===== config.mk =====
export PLATFORM = sky130hd
export DESIGN_NAME = rgb_pixel_input_stage
export DESIGN_NICKNAME = d
export VERILOG_FILES = /design/src/hdl/pixel_stage_pkg.sv /design/src/hdl/pixel_word_if.sv /design/src/hdl/pixel_word_buffer.sv /design/src/hdl/rgb_pixel_input_stage.sv
export SDC_FILE = /design/constraint.sdc
export NUM_CORES = 1
export LEC_CHECK = 0
export BUFFER_PORTS_ARGS = -buffer_cell sky130_fd_sc_hd__buf_2
export CAP_MARGIN = 5
export CORE_UTILIZATION = 30
export DETAILED_ROUTE_END_ITERATION = 16
export PLACE_DENSITY = 0.56
export SLEW_MARGIN = 15
export SYNTH_ARGS = -nofsm -noshare
export SYNTH_HDL_FRONTEND = slang
export SYNTH_SLANG_ARGS = --single-unit

===== constraint.sdc =====
create_clock -name sys_clk -period 4.4 [get_ports sys_clk]
set_input_delay 0.88 -clock sys_clk [delete_from_list [all_inputs] [get_ports sys_clk]]
set_output_delay 0.88 -clock sys_clk [all_outputs]
set_load 0.1 [all_outputs]

===== src/hdl/pixel_stage_pkg.sv =====
// constants shared by the pixel input stage and its buffer
package pixel_stage_pkg;
  // ****************************************************************
  // widths and word layout
  // ****************************************************************
  localparam int COLOR_W     = 8;
  localparam int WORD_W      = 26;
  localparam int RED_LSB     = 18;
  localparam int GREEN_LSB   = 10;
  localparam int BLUE_LSB    = 2;
  localparam int SUPPRESS_BIT = 1;
  localparam int TIMING_BIT  = 0;
  localparam int BUF_DEPTH   = 2;
  localparam int GRAY_LEVELS = 256;
  // ****************************************************************
  // codes and reset values
  // ****************************************************************
  localparam logic [7:0]  BLACK_CODE = 8'h00;
  localparam logic [7:0]  WHITE_CODE = 8'hFF;
  localparam logic [25:0] WORD_RESET = 26'h000_0000;
  localparam logic [1:0]  PTR_RESET  = 2'h0;
endpackage


===== src/hdl/pixel_word_if.sv =====
// carrier between the pixel stage and its two-entry buffer
`timescale 1ns/1ps
interface pixel_word_if;
  logic        wrValid;
  logic        wrReady;
  logic [25:0] wrWord;
  logic        rdValid;
  logic        rdReady;
  logic [25:0] rdWord;
  modport store
  (
    input  wrValid,
    input  wrWord,
    input  rdReady,
    output wrReady,
    output rdValid,
    output rdWord
  );
  modport user
  (
    output wrValid,
    output wrWord,
    output rdReady,
    input  wrReady,
    input  rdValid,
    input  rdWord
  );
endinterface


===== src/hdl/pixel_word_buffer.sv =====
// two-entry buffer holding captured pixel words
`timescale 1ns/1ps
module pixel_word_buffer
(
  // clock and reset
  input wire logic     sys_clk,
  input wire logic     reset,
  // words in and out
  pixel_word_if.store  bus
);
  logic [25:0] mem [pixel_stage_pkg::BUF_DEPTH];
  logic        wrPtr;
  logic        rdPtr;
  logic [1:0]  count;
  logic        notFull;
  logic        doWrite;
  logic        doRead;

  assign doWrite     = bus.wrValid && notFull;
  assign doRead      = bus.rdReady && (count != pixel_stage_pkg::PTR_RESET);
  assign bus.wrReady = notFull;
  assign bus.rdValid = (count != pixel_stage_pkg::PTR_RESET);
  assign bus.rdWord  = mem[rdPtr];

  // the write into an entry is the rising-edge capture of the pins
  always_ff @(posedge sys_clk)
  begin
    if (doWrite)
    begin
      mem[wrPtr] <= bus.wrWord;
    end
  end

  always_ff @(posedge sys_clk)
  begin
    if (reset)
    begin
      wrPtr   <= 1'b0;
      rdPtr   <= 1'b0;
      count   <= pixel_stage_pkg::PTR_RESET;
      notFull <= 1'b1;
    end
    else
    begin
      if (doWrite)
      begin
        wrPtr <= ~wrPtr;
      end
      if (doRead)
      begin
        rdPtr <= ~rdPtr;
      end
      case ({doWrite, doRead})
        2'b10:
        begin
          count   <= count + 2'h1;
          notFull <= (count == 2'h0);
        end
        2'b01:
        begin
          count   <= count - 2'h1;
          notFull <= 1'b1;
        end
        default:
        begin
          count   <= count;
          notFull <= notFull;
        end
      endcase
    end
  end
endmodule


===== src/hdl/rgb_pixel_input_stage.sv =====
// pixel and control capture stage feeding three 8-bit converters
`timescale 1ns/1ps
module rgb_pixel_input_stage
(
  // clock and reset
  input  wire logic       sys_clk,
  input  wire logic       reset,
  // pixel and control pins from the timing controller
  input  wire logic [7:0] red_pixel_bits,
  input  wire logic [7:0] green_pixel_bits,
  input  wire logic [7:0] blue_pixel_bits,
  input  wire logic       pictureSuppressN,
  input  wire logic       compositeTimingN,
  input  wire logic       pixelValid,
  output logic            pixelReady,
  // power control
  input  wire logic       low_power_request,
  output logic            powerDown,
  // converter side
  output logic [7:0]      redCode,
  output logic [7:0]      greenCode,
  output logic [7:0]      blueCode,
  output logic            greenOffsetOn,
  output logic            blankActive,
  output logic            outValid,
  input  wire logic       outReady
);
  // ****************************************************************
  // buffer in the data path
  // ****************************************************************
  pixel_word_if bus ();
  logic        fire;
  logic        readyReg;
  logic [7:0]  rdRed;
  logic [7:0]  rdGreen;
  logic [7:0]  rdBlue;
  logic        rdSuppressN;
  logic        rdTimingN;

  assign bus.wrValid = pixelValid;
  // controls ride in the same word as the pixels
  assign bus.wrWord  = {red_pixel_bits, green_pixel_bits, blue_pixel_bits,
                        pictureSuppressN, compositeTimingN};
  assign bus.rdReady = !outValid || outReady;
  assign fire        = bus.rdValid && bus.rdReady;
  assign pixelReady  = readyReg;

  // bit 0 of each slice is the code's least significant bit
  assign rdRed = bus.rdWord[pixel_stage_pkg::RED_LSB +: 8];
  assign rdGreen = bus.rdWord[pixel_stage_pkg::GREEN_LSB +: 8];
  assign rdBlue = bus.rdWord[pixel_stage_pkg::BLUE_LSB +: 8];
  assign rdSuppressN = bus.rdWord[pixel_stage_pkg::SUPPRESS_BIT];
  assign rdTimingN   = bus.rdWord[pixel_stage_pkg::TIMING_BIT];

  pixel_word_buffer u_buffer
  (
    .sys_clk (sys_clk),
    .reset   (reset),
    .bus     (bus.store)
  );

  // ****************************************************************
  // ready flag, kept in step with the buffer's not-full state so that
  // the source never offers a word the buffer must drop
  // ****************************************************************
  always_ff @(posedge sys_clk)
  begin
    if (reset)
    begin
      readyReg <= 1'b1;
    end
    else
    begin
      case ({bus.wrValid && readyReg, fire})
        2'b10:
        begin
          readyReg <= !bus.rdValid;
        end
        2'b01:
        begin
          readyReg <= 1'b1;
        end
        default:
        begin
          readyReg <= readyReg;
        end
      endcase
    end
  end

  // ****************************************************************
  // output stage: codes and current enables
  // ****************************************************************
  always_ff @(posedge sys_clk)
  begin
    if (reset)
    begin
      outValid <= 1'b0;
    end
    else if (bus.rdReady)
    begin
      outValid <= bus.rdValid;
    end
  end

  // three separate channel registers, each 256 levels wide
  always_ff @(posedge sys_clk)
  begin
    if (reset)
    begin
      redCode   <= pixel_stage_pkg::BLACK_CODE;
      greenCode <= pixel_stage_pkg::BLACK_CODE;
      blueCode  <= pixel_stage_pkg::BLACK_CODE;
    end
    else if (fire)
    begin
      if (rdSuppressN)
      begin
        redCode   <= rdRed;
        greenCode <= rdGreen;
        blueCode  <= rdBlue;
      end
      else
      begin
        redCode   <= pixel_stage_pkg::BLACK_CODE;
        greenCode <= pixel_stage_pkg::BLACK_CODE;
        blueCode  <= pixel_stage_pkg::BLACK_CODE;
      end
    end
  end

  // weighted current enables from the held controls
  always_ff @(posedge sys_clk)
  begin
    if (reset)
    begin
      greenOffsetOn <= 1'b0;
      blankActive   <= 1'b1;
    end
    else if (fire)
    begin
      greenOffsetOn <= rdTimingN;
      blankActive   <= !rdSuppressN;
    end
  end

  always_ff @(posedge sys_clk)
  begin
    if (reset)
    begin
      powerDown <= 1'b0;
    end
    else
    begin
      powerDown <= low_power_request;
    end
  end
endmodule


==> summary.txt, run 1 <==
worst hold start = redCode[4]
Synthesis Warnings = 0
register area = 0.00226 sq mm
final number of hold-violating endpoints = 0
r2r startpoint = u_buffer.count[0]
core footprint = 0.0108 sq mm
Skew-Pair Late Insertion Delay = 0.35 ns
Routed WL per cell = 14.4 microns
DR iter-0 viols = 56
remaining global-route overflow = 0
CP peak stage delay = 0.40 ns
met2 Use GR = 17.7%
crit end category = register
ant diodes = 0
RSZ-0062 raised after global routing = false
fill count = 1,045
Post-Syn Area per Cell = 15.9 sq um
CP Launch Type = primary input
nets@finish = 303
cells after synthesis = 211
endpoints failing setup = 0
H-Tree Depth = 3
# DRC = 0
Post-Syn Area = 0.00335 sq mm
Setup TNS = 0 ns
Max Freq = 446 MHz
Worst-path clk slew = 0.08 ns
headroom to the max-slew limit = 30.3%
vias per inst = 4.46
hold endpoint = redCode[4]
initial antenna violation count = 0
CTS tree = yes
number of routed nets with antenna violations = 0
clk sinks = 87
# hold bufs at CTS = 0
hold path depth = 2
routability-driven placement congestion ratio = 0.664
reg-to-reg endpoint = u_buffer.count[1]
Seq/Total Area, Yosys = 67.5%
Net Count, Synth = 244
CP max stage cell = ha_1
Total Die Area = 0.0116 sq mm
crit path DAT = 2.52 ns
Power, Total = 2.79 mW
crit path kind = in -> reg
I/O Buffers = 59
largest net degree at the start of global routing = 59
Leak Pwr = 1.41 nW
final period utilization = 51.0%
I/O Pins = 60
Initial Utilization = 30.9%
worst-case reg-to-reg path depth = 6
pwr dens = 709 mW/mm^2
vias in the first global route = 1,806
DP Wirelength = 3800 microns
Initial DRT Pass Iterations = 4
clock buffer depth = 2
Placement Setup Slack = 1.78 ns
total CTS buffers = 9
met1 Use GR = 12.5%
layout cells sized above 1 = 36.4%
Synth-to-Final Area Change = 17.7%
Slew @ Worst Pin = 1.05 ns
met3 Track Usage GR = 2.97%
grt peak-use layer = met2
CP Cell Sequence = buf_2 -> nor2b_1 -> nor2_4 -> buf_4 -> ha_1 -> or3_1 -> a21oi_1
Root Driver = clkbuf_8
Worst EP required = 4.68 ns
Hold Path Class = reg -> reg
Final Worst Setup Slack = 2.16 ns
Die X = 108 microns
Yosys reg bits = 87
first-pass GRT wire length = 9070 microns
r2r setup slk = 2.29 ns
CP max FO = 26
Synth cell types = 30
Max IR drop VDD = 0.224 mV
max-cap violations = 0
Routed WL = 5970 microns
status = finished clean
Hold Worst Slack = 0.487 ns
min Tclk post-route = 2.24 ns
Final Util = 36.4%
Tot GR Track Use = 11.0%
Rows = 38
Slew Viols, Final = 0
post-cts sizing count = 0
Die Y = 108 microns
postcts setup bufs = 0
Layout Skew = 0.00526 ns
via count = 1,851
Multi-input gate area = 0.00102 sq mm
[Yosys cell counts]
master / count / share of area, %
edfxtp_1: 52 / 47
dfxtp_1: 35 / 21
mux2i_1: 24 / 7.2
nand2b_1: 24 / 4.5
o32ai_2: 19 / 9.2
a21oi_1: 6 / 0.90
clkbuf_1: 5 / 0.56
buf_2: 4 / 0.60
nor2_1: 4 / 0.45
nor2b_1: 4 / 0.75
o32ai_1: 4 / 1.0
buf_6: 3 / 1.0
o21ai_0: 3 / 0.45
a21o_1: 2 / 0.45
ha_1: 2 / 0.75
nand2_1: 2 / 0.22
nor3_1: 2 / 0.30
o21bai_1: 2 / 0.45
or3_1: 2 / 0.37
xor2_1: 2 / 0.52
a211oi_1: 1 / 0.22
and3_1: 1 / 0.19
clkbuf_4: 1 / 0.22
mux2_1: 1 / 0.34
mux2_4: 1 / 0.45
nand3_4: 1 / 0.52
nand4_1: 1 / 0.19
nor2_2: 1 / 0.19
or2_2: 1 / 0.19
xnor2_1: 1 / 0.26
[per-stage QoR]
stage	area, sq um	instances
5_1_grt	3940	415
3_3_place_gp	3770	399
3_5_place_dp	3770	399
4_1_cts	3940	415
2_1_floorplan	3350	211
6_report	3940	415
[area by class of cell]
type	instances	area share (%)
Multi-Input combinational cell	111	25.9
Sequential cell	87	57.4
Tap cell	140	4.44
Clock inverter	5	0.571
Timing Repair Buffer	61	7.87
Clock buffer	11	3.84
[routing by layer]
layer | share of wire (%) | wire length, microns | up-vias
li1 | - | - | 920
met5 | 0 | 0 | -
met4 | 1.9 | 113 | 0
met3 | 4.0 | 238 | 7
met1 | 44 | 2650 | 879
met2 | 50 | 2970 | 45
[worst max-delay path by stage]
stage	start	end	slack, ns	cells after the start
2_1_floorplan	pixelValid	u_buffer.mem[0][0]	1.91	2
3_3_place_gp	outReady	u_buffer.count[1]	1.81	7
3_5_place_dp	outReady	u_buffer.count[1]	1.78	7
4_1_cts	outReady	u_buffer.count[1]	2.17	7
5_1_grt	outReady	u_buffer.count[1]	2.08	7
6_report	outReady	u_buffer.count[1]	2.16	7
[cells in the final DEF, fill, tap and decap left out]
master and count:
a21o_1 2, nand4_1 1, nor2_1 3, a211oi_1 1, xor2_1 2, nor2_4 2
nand3_4 1, ha_1 2, xnor2_1 1, nor2b_1 4, clkbuf_8 11, or2_2 1
o32ai_2 19, nand2b_1 24, dfxtp_1 34, o32ai_1 4, and3_1 1, edfxtp_1 52
nor3_1 2, o21bai_1 2, nand2_1 2, mux2_1 1, a21oi_1 6, mux2i_1 24
o21ai_0 3, dfxtp_2 1, clkinv_1 2, or3_1 2, mux2_4 1, buf_4 2
buf_2 59, clkinv_2 3
[logic make-up after synthesis]
logic type	synth area share [%]
xor+xnor	0.785
simple gates	7.84
flops	67.5
compound gates	12.7
buf+inv	2.39
mux	7.96
fa+ha+maj	0.747
[power by group]
| group | internal [mW] | switching, mW | leakage, nW |
|---|---|---|---|
| registers | 1.05 | 0.131 | 0.773 |
| logic | 0.283 | 0.833 | 0.547 |
| clock network | 0.229 | 0.264 | 0.0940 |
| total | 1.57 | 1.23 | 1.41 |
[worst max-delay path: cells and delay by family]
kind | cells | cell delay [ns]
fa+ha+maj | 1 | 0.40
buf+inv | 2 | 0.37
compound gates | 1 | 0.14
simple gates | 3 | 0.72
[sequential cells by signal, summed over array words and instances, names as in the netlist, 2 cells and up, named ones only]
| signal | cells |
|---|---|
| u_buffer.mem | 52 |
| blueCode | 8 |
| greenCode | 8 |
| redCode | 8 |
| u_buffer.count | 2 |
Power figures use the tool's default switching activity.
==> run 2: changes to the inputs <==
clock period = 2.2 ns   (was 4.4 ns; I/O delays follow)
==> run 2 against run 1 <==
Combinational power is 110% higher. Via count is 1.6% higher. Core utilization up 1.1 points. Cell count increased by 1.4%. Clock-buffer cell count shrank 2. Die area did not move. Critical endpoint unchanged.
==> summary.txt, run 2 (synthesis gave the netlist of run 1 again) <==
Tot GR Track Use = 11.8% (+0.89 points)
Total Die Area = 0.0116 sq mm (unchanged)
r2r setup slk = 0.47 ns (-1.82 ns)
commonest cells after routing, fill and taps aside = buf_2 (59), edfxtp_1 (52), dfxtp_1 (33)
Clock power frac = 21.7% (+4.1 points)
routability-driven placement congestion ratio = 0.662 (-0.32%)
total CTS buffers = 9 (unchanged)
Int Pwr = 3.46 mW (+120%)
crit path kind = reg -> reg
Sw Ratio = 42.1% (-1.9 points)
Initial Utilization = 30.9% (unchanged)
crit end category = register
top sig layer = met4
initial antenna violation count = 0 (unchanged)
clk sinks = 87 (unchanged)
Root Driver = clkbuf_8
met2 wire len = 3000 microns (+1.1%)
ant diodes = 0 (unchanged)
pwr dens = 1470 mW/mm^2 (+110%)
Leak Pwr = 1.47 nW (+4.2%)
commonest non-fill, non-tap cell in the layout = buf_2
endpoints failing setup = 0 (unchanged)
reg-to-reg endpoint = u_buffer.count[1]
Skew-Pair Late Insertion Delay = 0.35 ns (about the same)
DR iter-0 viols = 56 (unchanged)
CTS tree = yes
Die Y = 108 microns (unchanged)
worst hold start = blue_pixel_bits[6]
post-cts sizing count = 0 (unchanged)
largest net degree at the start of global routing = 59 (unchanged)
Met1 Wirelength = 2970 microns (+12%)
CP max FO = 5 (-81%)
Layout Skew = 0.00524 ns (-0.0000144 ns)
crit path DAT = 2.01 ns (-0.51 ns)
via count = 1,881 (+1.6%)
I/O Buffers = 59 (unchanged)
DP Wirelength = 4020 microns (+5.9%)
clock buffer depth = 2 (unchanged)
Area after DPL = 0.00383 sq mm (+1.6%)
Slew Viols, Final = 0 (unchanged)
Setup TNS = 0 ns (unchanged)
number of routed nets with antenna violations = 0 (unchanged)
hold path depth = 1 (-1)
Worst-path clk slew = 0.08 ns (about the same)
remaining global-route overflow = 0 (unchanged)
r2r startpoint = outValid
max reg flops = 52 (unchanged)
first-pass GRT wire length = 9960 microns (+9.9%)
H-Tree Depth = 3 (unchanged)
Rows = 38 (unchanged)
Synth-to-Final Area Change = 21.3%
I/O Pins = 60 (unchanged)
Initial DRT Pass Iterations = 4 (unchanged)
# DRC = 0 (unchanged)
Routed WL per cell = 15.0 microns (+4.6%)
core footprint = 0.0108 sq mm (unchanged)
Biggest register = u_buffer.mem
Max Freq = 579 MHz
final period utilization = 78.6%
Routed WL = 6340 microns (+6.1%)
# hold bufs at CTS = 0 (unchanged)
hold endpoint = u_buffer.mem[1][8]
Design Area, Final = 0.00406 sq mm (+3.0%)
max-cap violations = 0 (unchanged)
Flop pwr share = 38.4% (-4.0 points)
vias per inst = 4.47 (+0.17%)
Psw = 2.51 mW (+100%)
nets@finish = 309 (+2.0%)
status = finished clean
combinational share of power = 39.9% (about the same)
Die X = 108 microns (unchanged)
layout cells sized above 1 = 38.1% (+1.7 points)
Worst EP required = 2.48 ns (-2.20 ns)
DR WL met3 = 256 microns (+7.6%)
postcts setup bufs = 0 (unchanged)
vias in the first global route = 1,869 (+3.5%)
Max IR drop VDD = 0.478 mV (+110%)
headroom to the max-slew limit = 66.1% (+36 points)
worst-case reg-to-reg path depth = 5 (-1)
Hold Path Class = in -> reg
final number of hold-violating endpoints = 0 (unchanged)
min Tclk post-route = 1.73 ns
CP Launch Type = register
Slew @ Worst Pin = 0.513 ns (-0.533 ns)
RSZ-0062 raised after global routing = false
-- run 2: changes by cell type in the layout (fill, tap and decap cells not counted), sizes merged --
cell	delta
clkinv	-1
bufinv	+3
buf	+6
clkbuf	-2
-- run 2: area by class of cell --
class | count | area [sq um]
Multi-Input combinational cell | 111 | 1020
Fill cell | 1071 | 6780
Tap cell | 140 | 175
Timing Repair Buffer | 67 | 368
Sequential cell | 87 | 2260
Clock inverter | 7 | 111
Clock buffer | 9 | 124
-- run 2: power groups by stage --
stage	clock network (mW)	registers (mW)	logic, mW
after global placement	0	2.33	2.39
final	1.30	2.30	2.38
after global routing	1.41	2.34	2.53
after floorplan	0	3.29	0.999
after CTS	1.34	2.30	2.42
after detailed placement	0	2.34	2.41
-- run 2: worst max-delay path, stage by stage, from the launching register on --
cell and delay, ns:
dfxtp_2 0.34, nor2b_1 0.32, nor2_4 0.08, ha_1 0.36
or3_1 0.39, a21oi_1 0.17
-- run 2: how the worst max path moves through the flow --
stage	start	end	slack, ns	cells after the start
2_1_floorplan	outValid	u_buffer.count[1]	0.04	6
5_1_grt	register	redCode[1]	0.37	3
6_report	outValid	u_buffer.count[1]	0.47	5
4_1_cts	outValid	u_buffer.count[1]	0.46	5
3_3_place_gp	outReady	u_buffer.count[1]	0.37	6
3_5_place_dp	outReady	u_buffer.count[1]	0.28	6
-- run 2: stage by stage --
stage / power (mW) / setup WS [ns] / utilization (%) / hold WS, ns / std cells
finish: 5.98 / 0.472 / 37.5 / 0.274 / 421
global route: 6.27 / 0.370 / 37.5 / 0.242 / 421
CTS: 6.06 / 0.461 / 37.5 / 0.248 / 421
detailed placement: 4.75 / 0.277 / 35.3 / 0.476 / 405
global placement: 4.72 / 0.372 / 35.3 / 0.479 / 405
floorplan: 4.29 / 0.0368 / - / 0.466 / 211
-- run 2: per-layer routing --
| metal | vias to the layer above | GRT usage, % |
|---|---|---|
| met5 | - | 0 |
| met4 | 0 | 5.58 |
| met3 | 7 | 3.87 |
| met2 | 36 | 18.1 |
| met1 | 905 | 15.1 |
| li1 | 933 | - |
==> run 3: changes to the inputs <==
clock period = 1.74 ns   (was 2.2 ns; I/O delays follow)
==> run 3 against run 2 <==
Die area stayed put. Power is 29% higher. Critical path depth stayed put. Worst hold slack worse by 0.092 ns. First-iteration DRC count is 16% higher. Clock skew is 0.0043 ns higher. Combinational power is 30% higher. Via count is 0.48% higher. Clock power is 37% higher. Global-route usage is 0.14 points higher. Cell area is 1.3% higher. Critical path type unchanged. Largest cell class unchanged.
==> summary.txt, run 3 (synthesis gave the netlist of run 1 again) <==
status = finished clean
max reg flops = 52 (unchanged)
Worst EP required = 2.02 ns (-0.46 ns)
Placed Cells = 405 (unchanged)
Flop pwr share = 36.9% (-1.5 points)
final period utilization = 91.6% (+13 points)
crit path DAT = 1.87 ns (-0.14 ns)
Routed WL = 6210 microns (-2.1%)
reg-to-reg endpoint = u_buffer.count[1]
Final Util = 38.0% (+0.50 points)
I/O Buffers = 59 (unchanged)
CTS tree = yes
layout cells sized above 1 = 38.4% (+0.36 points)
r2r startpoint = u_buffer.count[0]
Int Pwr = 4.57 mW (+32%)
met1 Use GR = 15.8% (+0.70 points)
Leak Pwr = 1.49 nW (+0.94%)
via count = 1,890 (+0.48%)
Die Y = 108 microns (unchanged)
largest net degree at the start of global routing = 59 (unchanged)
Die X = 108 microns (unchanged)
Root Driver = clkbuf_8
core footprint = 0.0108 sq mm (unchanged)
Clock power frac = 23.0% (+1.3 points)
endpoints failing setup = 0 (unchanged)
postcts setup bufs = 0 (unchanged)
Max IR drop VDD = 0.730 mV (+53%)
Slew Viols, Final = 0 (unchanged)
RSZ-0062 raised after global routing = false
CP Launch Type = register
Synth-to-Final Area Change = 22.9%
Skew-Pair Late Insertion Delay = 0.35 ns (about the same)
# DRC = 0 (unchanged)
Hold Path Class = in -> reg
crit path kind = reg -> reg
Initial Utilization = 30.9% (unchanged)
total CTS buffers = 9 (unchanged)
combinational share of power = 40.1% (+0.2 points)
post-cts sizing count = 0 (unchanged)
nets@finish = 309 (unchanged)
Layout Skew = 0.00952 ns (+0.00427 ns)
final number of hold-violating endpoints = 0 (unchanged)
remaining global-route overflow = 0 (unchanged)
r2r setup slk = 0.15 ns (-0.33 ns)
Max Freq = 627 MHz (+8.4%)
H-Tree Depth = 3 (unchanged)
first-pass GRT wire length = 10,100 microns (+1.5%)
Psw = 3.16 mW (+26%)
Power, Total = 7.72 mW (+29%)
Sw Ratio = 40.9% (-1.2 points)
grt peak-use layer = met2
number of routed nets with antenna violations = 0 (unchanged)
min Tclk post-route = 1.59 ns (-0.134 ns)
ant diodes = 0 (unchanged)
Slew @ Worst Pin = 0.505 ns (-0.00715 ns)
crit end category = register
met2 Use GR = 18.3% (+0.18 points)
Hold Worst Slack = 0.182 ns (-0.0922 ns)
worst hold start = green_pixel_bits[1]
max-cap violations = 0 (unchanged)
clk sinks = 87 (unchanged)
# hold bufs at CTS = 0 (unchanged)
commonest non-fill, non-tap cell in the layout = buf_2
initial antenna violation count = 0 (unchanged)
vias in the first global route = 1,909 (+2.1%)
Initial DRT Pass Iterations = 4 (unchanged)
pwr dens = 1880 mW/mm^2 (+28%)
headroom to the max-slew limit = 66.5% (+0.47 points)
fill count = 1,064 (-0.65%)
I/O Pins = 60 (unchanged)
hold path depth = 1 (unchanged)
Post-Layout Cell Count = 421 (unchanged)
DP Wirelength = 3790 microns (-5.7%)
Tot GR Track Use = 12.0% (+0.14 points)
CP max FO = 5 (unchanged)
Routed WL per cell = 14.7 microns (-2.1%)
hold endpoint = u_buffer.mem[1][11]
DR iter-0 viols = 65 (+16%)
commonest cells after routing, fill and taps aside = buf_2 (59), edfxtp_1 (52), dfxtp_1 (33)
Total Die Area = 0.0116 sq mm (unchanged)
Rows = 38 (unchanged)
met3 Track Usage GR = 2.66% (-1.2 points)
Worst-path clk slew = 0.09 ns (about the same)
Biggest register = u_buffer.mem
clock buffer depth = 2 (unchanged)
routability-driven placement congestion ratio = 0.657 (-0.80%)
vias per inst = 4.49 (+0.48%)
worst-case reg-to-reg path depth = 5 (unchanged)
==> run 3: worst max path at each step <==
| stage | to | cells past startpoint | start | slack [ns] |
|---|---|---|---|---|
| finish | u_buffer.count[1] | 5 | u_buffer.count[0] | 0.15 |
| global route | u_buffer.count[1] | 5 | u_buffer.count[0] | 0.04 |
| global placement | u_buffer.count[1] | 6 | outReady | 0.15 |
| detailed placement | u_buffer.count[1] | 6 | outReady | 0.09 |
| floorplan | u_buffer.count[1] | 6 | outValid | -0.18 |
| CTS | u_buffer.count[1] | 5 | u_buffer.count[0] | 0.14 |
==> run 3: critical path, stage by stage, from the launching register on <==
cell and delay [ns]:
dfxtp_1 0.35, nor2_1 0.23, nor2_4 0.06, ha_1 0.36, or3_1 0.39, a21oi_1 0.14
==> run 3: final cells by class <==
| cell class | instances | area (sq um) | share of cell area, % |
|---|---|---|---|
| multi-input cells | 111 | 1020 | 24.8 |
| flip-flops and latches | 87 | 2270 | 55.1 |
| well taps | 140 | 175 | 4.26 |
| clock inverters | 7 | 135 | 3.28 |
| clock buffers | 9 | 124 | 3.01 |
| repair buffers | 67 | 393 | 9.54 |
==> run 3: through the flow <==
stage | setup slack [ns] | instance area, sq um | TNS, ns
global route | 0.0444 | 4120 | 0
floorplan | -0.179 | 3370 | -0.179
global placement | 0.150 | 3860 | 0
finish | 0.146 | 4120 | 0
CTS | 0.138 | 4120 | 0
detailed placement | 0.0946 | 3860 | 0
==> run 3: power by group through the flow <==
stage	combinational [mW]	sequential, mW	clock, mW
floorplan	1.28	4.16	0
global placement	3.12	2.89	0
detailed placement	3.15	2.90	0
CTS	3.16	2.85	1.84
global route	3.30	2.90	1.94
finish	3.10	2.85	1.78
==> run 3: routing by layer <==
metal	vias to the layer above	wire length, microns
met5	-	0
met2	40	2940
met1	905	2920
met3	12	201
met4	0	144
li1	933	-
